### config.mk
export PLATFORM = sky130hd
export DESIGN_NAME = tio_core
export DESIGN_NICKNAME = d
export VERILOG_FILES = /design/src/include/tio_pkg.sv /design/src/hdl/tio_core.sv
export SDC_FILE = /design/constraint.sdc
export NUM_CORES = 2
export LEC_CHECK = 0
export ABC_AREA = 1
export BUFFER_PORTS_ARGS = -buffer_cell sky130_fd_sc_hd__buf_4
export CAP_MARGIN = 20
export CORE_MARGIN = 3
export CORE_UTILIZATION = 55
export DETAILED_ROUTE_END_ITERATION = 16
export PLACE_DENSITY = 0.81
export SYNTH_ARGS = -nofsm -noshare
export SYNTH_HDL_FRONTEND = slang
export SYNTH_SLANG_ARGS = --single-unit
### constraint.sdc
create_clock -name clk_i -period 8.9 [get_ports clk_i]
set_clock_uncertainty 0.05 [all_clocks]
set_input_delay 2.225 -clock clk_i [delete_from_list [all_inputs] [get_ports clk_i]]
set_output_delay 2.225 -clock clk_i [all_outputs]
set_load 0.1 [all_outputs]
### src/include/tio_pkg.sv
// tio_pkg: shared types and constants for the table interpolate and frame datapath
// assumes one core clock; operands come from the register file, memory via core bus unit
package tio_pkg;
  localparam int unsigned DW = 32;
  localparam int unsigned FRAC_W = 8;
  localparam int unsigned FRAC_LO = 0;
  localparam int unsigned ENTRY_LO = 8;
  localparam int unsigned ENTRY_W = 8;
  localparam logic [DW-1:0] LONG_BYTES = 32'h0000_0004;
  localparam logic [FRAC_W-1:0] HALF_LSB = 8'h80;
  localparam logic [DW-1:0] ZERO_WORD = 32'h0000_0000;
  localparam logic [4:0] ZERO_CNT = 5'h00;

  typedef enum logic [2:0] {
    TIO_OP_TBL_MEM = 3'b000,
    TIO_OP_TBL_REG = 3'b001,
    TIO_OP_LINK    = 3'b010,
    TIO_OP_UNLINK  = 3'b011,
    TIO_OP_NOP     = 3'b100,
    TIO_OP_SHL     = 3'b101
  } tio_op_t;

  typedef enum logic [1:0] {
    TIO_SZ_BYTE = 2'b00,
    TIO_SZ_WORD = 2'b01,
    TIO_SZ_LONG = 2'b10
  } tio_size_t;

  typedef struct packed {
    tio_op_t op;
    tio_size_t size;
    logic is_signed;
    logic round;
    logic [4:0] shift_cnt;
    logic [DW-1:0] index_data_register;
    logic [DW-1:0] first_endpoint;
    logic [DW-1:0] second_endpoint_register;
    logic [DW-1:0] eff_addr;
    logic [DW-1:0] addr_reg_val;
    logic [DW-1:0] stack_ptr;
    logic [DW-1:0] disp;
  } tio_req_t;

  typedef struct packed {
    logic dest_we;
    logic [DW-1:0] dest;
    logic an_we;
    logic [DW-1:0] an;
    logic sp_we;
    logic [DW-1:0] sp;
  } tio_res_t;
endpackage : tio_pkg

### src/hdl/tio_core.sv
// tio_core: table lookup/interpolate, frame allocate/release, sync no-op, left shift
// assumes decoder holds req_i with start_i; bus unit answers mem_ack_i on same clock
// How it works
// - low index byte is fraction over 256
// - entry from bits 15:8, fraction 7:0
// - signed rounded result rounds nearest-even
// - signed/unsigned, rounded/unrounded, byte/word/long variants
// - register form: two endpoints, fraction from destination
// - left shift fills vacated low bits zero
// - frame allocate: push, link register, reserve area
// - frame release: sp from register, then pop
// - no-op waits for older instructions complete
`timescale 1ns/100ps
module tio_core import tio_pkg::*; (
  input wire logic clk_i,
  input wire logic reset_n_i,
  input wire logic ce_i,
  input wire logic start_i,
  input wire tio_req_t req_i,
  input wire logic pipe_idle_i,
  output logic busy_o,
  output logic done_o,
  output tio_res_t res_o,
  output logic mem_req_o,
  output logic mem_we_o,
  output logic [DW-1:0] mem_addr_o,
  output logic [DW-1:0] mem_wdata_o,
  output tio_size_t mem_size_o,
  input wire logic mem_ack_i,
  input wire logic [DW-1:0] mem_rdata_i
);
  typedef enum logic [2:0] {
    ST_IDLE = 3'b000,
    ST_FETCH0 = 3'b001,
    ST_FETCH1 = 3'b010,
    ST_CALC = 3'b011,
    ST_PUSH = 3'b100,
    ST_POP = 3'b101,
    ST_SYNC = 3'b110,
    ST_DONE = 3'b111
  } tio_state_t;

  tio_state_t state_reg, state_next;
  tio_req_t req_reg;
  tio_res_t res_reg, res_next;
  logic [DW-1:0] e0_reg, e1_reg, addr_reg;
  logic [DW-1:0] e0_next, e1_next, addr_next;

  function automatic logic signed [DW:0] ext(input logic [DW-1:0] v, input tio_size_t s,
                                            input logic sg);
    logic signed [DW:0] r;
    r = '0;
    case (s)
      TIO_SZ_BYTE: r = {{(DW-7){sg & v[7]}}, v[7:0]};
      TIO_SZ_WORD: r = {{(DW-15){sg & v[15]}}, v[15:0]};
      default: r = {sg & v[DW-1], v};
    endcase
    return r;
  endfunction : ext

  // operand selection
  wire [FRAC_W-1:0] frac = req_reg.index_data_register[FRAC_LO +: FRAC_W];
  wire [ENTRY_W-1:0] entry = req_reg.index_data_register[ENTRY_LO +: ENTRY_W];
  wire [DW-1:0] step = (req_reg.size == TIO_SZ_BYTE) ? 32'h0000_0001 :
                       (req_reg.size == TIO_SZ_WORD) ? 32'h0000_0002 : LONG_BYTES;
  wire [DW-1:0] entry_off = {24'h00_0000, entry} * step;
  wire [DW-1:0] first_addr = req_reg.eff_addr + entry_off;

  // interpolation arithmetic
  wire signed [DW:0] x0 = ext(e0_reg, req_reg.size, req_reg.is_signed);
  wire signed [DW:0] x1 = ext(e1_reg, req_reg.size, req_reg.is_signed);
  wire signed [DW+1:0] diff = {x1[DW], x1} - {x0[DW], x0};
  wire signed [DW+10:0] prod = diff * $signed({1'b0, frac});
  wire signed [DW+10:0] full = ({{10{x0[DW]}}, x0} <<< FRAC_W) + prod;
  wire [FRAC_W-1:0] rem = full[FRAC_W-1:0];
  wire rnd_up = (rem > HALF_LSB) || ((rem == HALF_LSB) && full[FRAC_W]);
  wire [DW-1:0] whole = full[FRAC_W +: DW];
  wire [DW-1:0] rounded = whole + {31'h0000_0000, rnd_up};
  wire [DW-1:0] tbl_out = req_reg.round ? rounded : full[DW-1:0];
  wire [DW-1:0] shl_out = req_reg.index_data_register << req_reg.shift_cnt;
  wire [DW-1:0] push_addr = req_reg.stack_ptr - LONG_BYTES;

  always_comb begin
    state_next = state_reg;
    res_next = res_reg;
    e0_next = e0_reg;
    e1_next = e1_reg;
    addr_next = addr_reg;
    case (state_reg)
      ST_IDLE: begin
        if (start_i) begin
          res_next = '0;
          case (req_i.op)
            TIO_OP_TBL_MEM: state_next = ST_FETCH0;
            TIO_OP_TBL_REG: state_next = ST_CALC;
            TIO_OP_LINK: state_next = ST_PUSH;
            TIO_OP_UNLINK: state_next = ST_POP;
            TIO_OP_NOP: state_next = ST_SYNC;
            default: state_next = ST_CALC;
          endcase
        end
      end
      ST_FETCH0: begin
        addr_next = first_addr;
        if (mem_ack_i) begin
          e0_next = mem_rdata_i;
          addr_next = first_addr + step;
          state_next = ST_FETCH1;
        end
      end
      ST_FETCH1: begin
        if (mem_ack_i) begin
          e1_next = mem_rdata_i;
          state_next = ST_CALC;
        end
      end
      ST_CALC: begin
        res_next.dest_we = 1'b1;
        res_next.dest = (req_reg.op == TIO_OP_SHL) ? shl_out : tbl_out;
        state_next = ST_DONE;
      end
      ST_PUSH: begin
        if (mem_ack_i) begin
          res_next.an_we = 1'b1;
          res_next.an = push_addr;
          res_next.sp_we = 1'b1;
          res_next.sp = push_addr + req_reg.disp;
          state_next = ST_DONE;
        end
      end
      ST_POP: begin
        if (mem_ack_i) begin
          res_next.an_we = 1'b1;
          res_next.an = mem_rdata_i;
          res_next.sp_we = 1'b1;
          res_next.sp = req_reg.addr_reg_val + LONG_BYTES;
          state_next = ST_DONE;
        end
      end
      ST_SYNC: begin
        if (pipe_idle_i) begin
          state_next = ST_DONE;
        end
      end
      default: state_next = ST_IDLE;
    endcase
  end

  // register form loads endpoints directly
  wire load_reg_form = (state_reg == ST_IDLE) && start_i && (req_i.op == TIO_OP_TBL_REG);

  always_ff @(posedge clk_i) begin
    if (!reset_n_i) begin
      state_reg <= ST_IDLE;
      req_reg <= '0;
      res_reg <= '0;
      e0_reg <= ZERO_WORD;
      e1_reg <= ZERO_WORD;
      addr_reg <= ZERO_WORD;
    end else if (ce_i) begin
      state_reg <= state_next;
      res_reg <= res_next;
      addr_reg <= addr_next;
      if ((state_reg == ST_IDLE) && start_i) begin
        req_reg <= req_i;
      end
      e0_reg <= load_reg_form ? req_i.first_endpoint : e0_next;
      e1_reg <= load_reg_form ? req_i.second_endpoint_register : e1_next;
    end
  end

  // bus requests
  wire rd_fetch = (state_reg == ST_FETCH0) || (state_reg == ST_FETCH1);
  assign mem_req_o = rd_fetch || (state_reg == ST_PUSH) || (state_reg == ST_POP);
  assign mem_we_o = (state_reg == ST_PUSH);
  assign mem_addr_o = (state_reg == ST_FETCH0) ? first_addr :
                      (state_reg == ST_FETCH1) ? addr_reg :
                      (state_reg == ST_PUSH) ? push_addr : req_reg.addr_reg_val;
  assign mem_wdata_o = req_reg.addr_reg_val;
  assign mem_size_o = rd_fetch ? req_reg.size : TIO_SZ_LONG;
  assign busy_o = (state_reg != ST_IDLE);
  assign done_o = (state_reg == ST_DONE);
  assign res_o = res_reg;

  wire is_tbl = (req_reg.op == TIO_OP_TBL_MEM) || (req_reg.op == TIO_OP_TBL_REG);
  wire signed [DW+10:0] res_scaled = {{11{res_o.dest[DW-1]}}, res_o.dest} <<< FRAC_W;
  wire signed [DW+10:0] round_err = full - res_scaled;
endmodule : tio_core

* Word-level counts from Yosys, hierarchy flattened
Cells that the tools add are included.
** Operators by class
- Bitwise logic cells :: 6
- Reductions and logical operators :: 24
- Add/sub/neg operators :: 8
- Eq/ne operators :: 21
- Shift-type cells :: 1
- Multiply operators :: 2
- $lt $le $gt $ge :: 1
- Divide/modulo/power cells :: 0
- Mux-type cells :: 28
** Operators with widths (count)
- $mux 32 :: 11
- $pmux 33 s2 :: 3
- $pmux 66 s3 :: 1
- $mux 66 :: 2
- $mux 99 :: 1
- $add 40x40->40 :: 1
- $mul 34x9->40 :: 1
- $sub 33x33->34 :: 1
- $add 32x1->32 :: 1
- $add 32x11->32 :: 1
- $add 32x3->32 :: 1
- $add 32x3->32 const B :: 1
- $add 32x32->32 :: 1
- $shl 32x5->32 :: 1
- $sub 32x3->32 const B :: 1
- $mux 3 :: 7
- $eq 3x3->1 const B :: 6
- $pmux 3 s6 :: 1
- $eq 3x2->1 const B :: 4
- $pmux 3 s4 :: 1
- $mul 8x3->11 :: 1
- $ne 2x2->1 const B :: 5
- $reduce_and 3->1 :: 3
- $eq 8x8->1 const B :: 1
- other kinds (16) :: 34
** Storage, ports and cells
- Input port bits :: 274
- Word-level logic and storage cells :: 111
- Memories :: 0
- Bits in latches :: 0
- RAM bits :: 0
- Output and inout port bits :: 169
- Bits in read-only memories :: 0
- Register bits after elaboration :: 370

* Longest topological paths before layout
- Depth in word-level cells :: 12
- Depth in mapped cells :: 54
- Gate-level depth less buffers :: 52

* Worst setup path before layout
OpenSTA, ideal clock, no wires.
- Path type :: register to register
- Start :: register req_reg[232] (netlist bit)
- End :: register res_reg, in the netlist res_o[93]
- Path slack :: 649 ps
- Period minus slack after synthesis :: 8251 ps
- Stages on the path, launching flop included :: 46
- Data required time :: 8780 ps
- Setup time :: 70 ps
- Arrival :: 8131 ps
- Path through :: dfxtp_1 -> buf_2 -> nor2_1 -> clkbuf_1 -> nand3_1 -> o31ai_1 -> nor2_1 -> clkbuf_1 -> nor2_1 -> ha_1 -> a21oi_1 -> o21ai_0 -> a21oi_1 -> nand2_1 -> a21boi_2 -> o21ai_1 -> a21oi_1 -> o21bai_1 -> [... 10 more ...] -> ha_1 -> nand2_1 -> nor2_1 -> inv_1 -> nor2_1 -> nand2_1 -> or2_2 -> nand2_1 -> nand2_1 -> nand2_1 -> nand2_1 -> nor3_1 -> nand3_1 -> nand2_1 -> nand2_1 -> o21bai_1 -> nand2_1 -> a21oi_1
** On the way
- Cells in the longest elaborated chain, start to end :: 11
** RTL lines
- start: declaration :: RTL line tio_core.sv:44 : tio_req_t req_reg;
- start signal: assignment :: RTL line tio_core.sv:165 : req_reg <= req_i;
- $eq 2x1->1 / $logic_not 2->1 (equally long branches) :: RTL line tio_core.sv:53 : case (s)
- $pmux 33 s2 :: RTL line tio_core.sv:53
- $sub 33x33->34 :: RTL line tio_core.sv:72 : wire signed [DW+1:0] diff = {x1[DW], x1} - {x0[DW], x0};
- $mul 34x9->40 :: RTL line tio_core.sv:73 : wire signed [DW+10:0] prod = diff * $signed({1'b0, frac});
- $add 40x40->40 (*) :: RTL line tio_core.sv:74 : wire signed [DW+10:0] full = ({{10{x0[DW]}}, x0} <<< FRAC_W) + prod;
- $logic_and 1x1->1 :: RTL line tio_core.sv:76 : wire rnd_up = (rem > HALF_LSB) || ((rem == HALF_LSB) && full[FRAC_W]);
- $logic_or 1x1->1 :: RTL line tio_core.sv:76
- $add 32x1->32 :: RTL line tio_core.sv:78 : wire [DW-1:0] rounded = whole + {31'h0000_0000, rnd_up};
- $mux 32 (*) :: RTL line tio_core.sv:79 : wire [DW-1:0] tbl_out = req_reg.round ? rounded : full[DW-1:0];
- $mux 32 (*) :: RTL line tio_core.sv:119 : res_next.dest = (req_reg.op == TIO_OP_SHL) ? shl_out : tbl_out;
- $pmux 33 s2 (*) :: RTL line tio_core.sv:89 : case (state_reg)
- end signal: assignment :: RTL line tio_core.sv:162 : res_reg <= res_next;
- end: declaration :: RTL line tio_core.sv:45 : tio_res_t res_reg, res_next;
Every way passes the cells marked *; elsewhere a longest branch is shown, timed or not.
A chain may end at the register's enable or synchronous reset.

* Worst setup path after layout
- Start :: register req_reg[232] (netlist bit)
- End :: register res_reg, in the netlist res_o[84]
The elaborated chain is that of the path after synthesis.

==> out/summary.txt <==
Hold-fix buffers, CTS -> 0
final wirelength -> 137000 um
CTS max path bufs -> 3
WP data required -> 9.36 ns
Synth Register Bits -> 369
Synth area leaders -> dfxtp_1 21%, fa_1 14%, nand2_1 11%, o21ai_0 8.2%, inv_1 7.7%
# placed instances -> 6237
number of synthesized flops with an enable pin -> 0
syn nets -> 5854
Syn Std Cell Area -> 0.0347 mm^2
Critical Path Sink Type -> register
final critical-path required period -> 8.45 ns
share of cells above drive strength 1 -> 13.6%
DRT Pass-1 Iters -> 8
antenna viol nets, final -> 0
number of global-route vias before repair -> 35200
GRT Overall Usage -> 39.9%
DRC viols -> 0
register area -> 0.00739 mm^2
FILL cells -> 5660
antenna violations before repair -> 10
yosys warns -> 0
top-count cell post-synth -> nand2_1
Max Clock Freq -> 118 MHz
R2R cell count -> 35
final slew viol count -> 0
register-to-register setup slack -> 0.45 ns
status -> finished clean
Tightest Hold Check Type -> register to register
Startpoint Class -> register
Worst setup endpoint -> res_o[84]
Die Ht -> 257 um
maximum VDD drop -> 0.000431 V
CTS buffer count -> 43
Async SR Flop Fraction -> 0%
Area growth, synth to finish -> 17.1%
Post-DP HPWL -> 110000 um
I/O Buffers -> 442
CTS sink cnt -> 369
Remaining Overflow, GRT -> 0
clock tree root driver cell -> clkbuf_16
multi-input logic area -> 0.0239 mm^2
Worst Setup SP -> req_reg[232]
Setup violations, final -> 0
first-pass GRT wire length -> 205000 um
crit path max-delay cell type -> fa_1
Post-synth top cells -> 994 x nand2_1, 716 x inv_1, 607 x nor2_1
Ports -> 443
Worst Hold Slack -> 0.412 ns
core area -> 0.0621 mm^2
area post-placement -> 0.0385 mm^2
Worst slew margin -> 20.5%
Die Wd -> 257 um
clk_lat worst skew -> 0.62 ns
slowest stage delay, CP -> 0.54 ns
Crit Path Category -> register to register
CP Max Fanout -> 9
max FFs per register -> 124
largest net degree at the start of global routing -> 135
area leader, netlist -> dfxtp_1
Final Cell Area -> 0.0406 mm^2
Worst-path clk slew -> 0.06 ns
r2r endpoint -> res_o[84]
Non-Filler Instances -> 6335
cell row count -> 91
R2R Path Start -> req_reg[232]
total negative slack -> 0 ns
fin nets -> 6150
H-tree depth -> 2
mean area per synthesized cell -> 6.72 um^2
Max-Cap Viols -> 0
Vias -> 37200
die area -> 0.0661 mm^2
Wirelength per Cell -> 21.6 um
worst slew pin tran -> 1.19 ns
Mapped Cells -> 5164
vias per cell -> 5.87
register area share after synthesis -> 21.3%
Power Dens Cells -> 319 mW/mm^2
LEAKAGE -> 19.4 nW
period utilization -> 94.9%
Yosys cell types -> 58
Hold Violations, Final -> 0
starting density of the core -> 55.9%
TritonCTS clock tree -> built
ys flop type -> dfxtp_1
hold path startpoint -> req_reg[223]
GP Congestion -> 1.04
CP Data Arrival Time -> 8.91 ns
drt first-iter violations -> 4239
area share of the largest cell type after synthesis -> 21.3%
area by class of cell:
class                           instances  share of cell area [%]
Sequential cell                       369                    18.2
Tap cell                              837                    2.58
Clock inverter                         21                   0.961
Multi-Input combinational cell       3798                    58.7
Inverter                              731                    6.79
Clock buffer                           55                    2.96
Timing Repair Buffer                  517                    9.73
Antenna cell                            7                  0.0431
layer usage:
layer,wire length (um),share of wire (%),vias up,track usage [%]
li1,-,-,17400,-
met1,54400,40,17500,51.7
met2,61100,45,1907,63.7
met3,13600,10,369,8.33
met4,7550,5.5,8,18.9
met5,53,0.039,-,0
worst min path at each step:
| stage | to | cells after the start |
|---|---|---|
| 2_1_floorplan | req_reg[223] | 2 |
| 3_3_place_gp | req_reg[223] | 2 |
| 3_5_place_dp | req_reg[223] | 2 |
| 4_1_cts | req_reg[223] | 2 |
| 5_1_grt | req_reg[218] | 2 |
| 6_report | req_reg[223] | 2 |
worst max-delay path: cells and delay by family, from the launching register on:
family                   cells  cell delay [ns]
adder cells (fa/ha/maj)      7             3.15
AO/OA/AOI/OAI                7             1.11
XOR/XNOR                     2             0.56
flip-flops                   1             0.36
AND/OR/NAND/NOR             15             2.64
buffers and inverters        4             0.42
stage by stage:
stage               power [mW]  utilization [%]  worst slack [ns]
global placement          10.3             61.9            0.0393
floorplan                 8.03                -             0.649
global route              13.9             65.4            -0.127
detailed placement        10.4             62.0            -0.221
CTS                       12.5             64.6            0.0291
finish                    12.9             65.4             0.451
report_power, final:
group / internal, mW / total (mW) / switching (mW)
clock network: 1.20 / 2.01 / 0.814
logic: 2.65 / 8.85 / 6.21
registers: 1.85 / 2.08 / 0.228
cells in the final DEF, fill, tap and decap left out, types with 8 or more instances in the layout:
cell type,count
nor3_1,41
clkbuf_16,43
bufinv_16,8
a21o_1,8
clkbuf_8,9
nand2_1,986
o211ai_1,84
buf_4,510
nor2_2,31
nor2_4,9
a31oi_1,103
nand4_1,46
a21oi_2,14
or2_2,11
mux2i_1,26
o21ai_0,565
nor4_1,15
nand3_1,195
dfxtp_1,367
xnor2_1,35
ha_1,153
fa_1,249
a221oi_1,8
a21oi_1,411
o21ai_1,10
nor3_2,18
o21bai_1,14
o221ai_1,8
nor2_1,582
clkinv_1,9
ha_2,8
xor2_1,73
nand2_2,18
inv_1,713
repair_timing:
item                       CTS  global route
buffers inserted             2            11
pin swaps                    1            11
gates resized for setup      6            94
setup endpoints to repair   11            18
logic make-up (layout without fill, tap and decap cells):
logic type | count (synthesis) | after routing | synth area share, %
AO/OA/AOI/OAI | 1259 | 1259 | 19.7
XOR/XNOR | 119 | 119 | 3.09
adder cells (fa/ha/maj) | 416 | 416 | 20.4
buffers and inverters | 997 | 1324 | 11.2
flip-flops | 369 | 369 | 21.3
multiplexers | 26 | 26 | 0.750
other | 0 | 7 | 0
AND/OR/NAND/NOR | 1978 | 1978 | 23.6
Note: power is estimated with default switching activity, not from simulation.
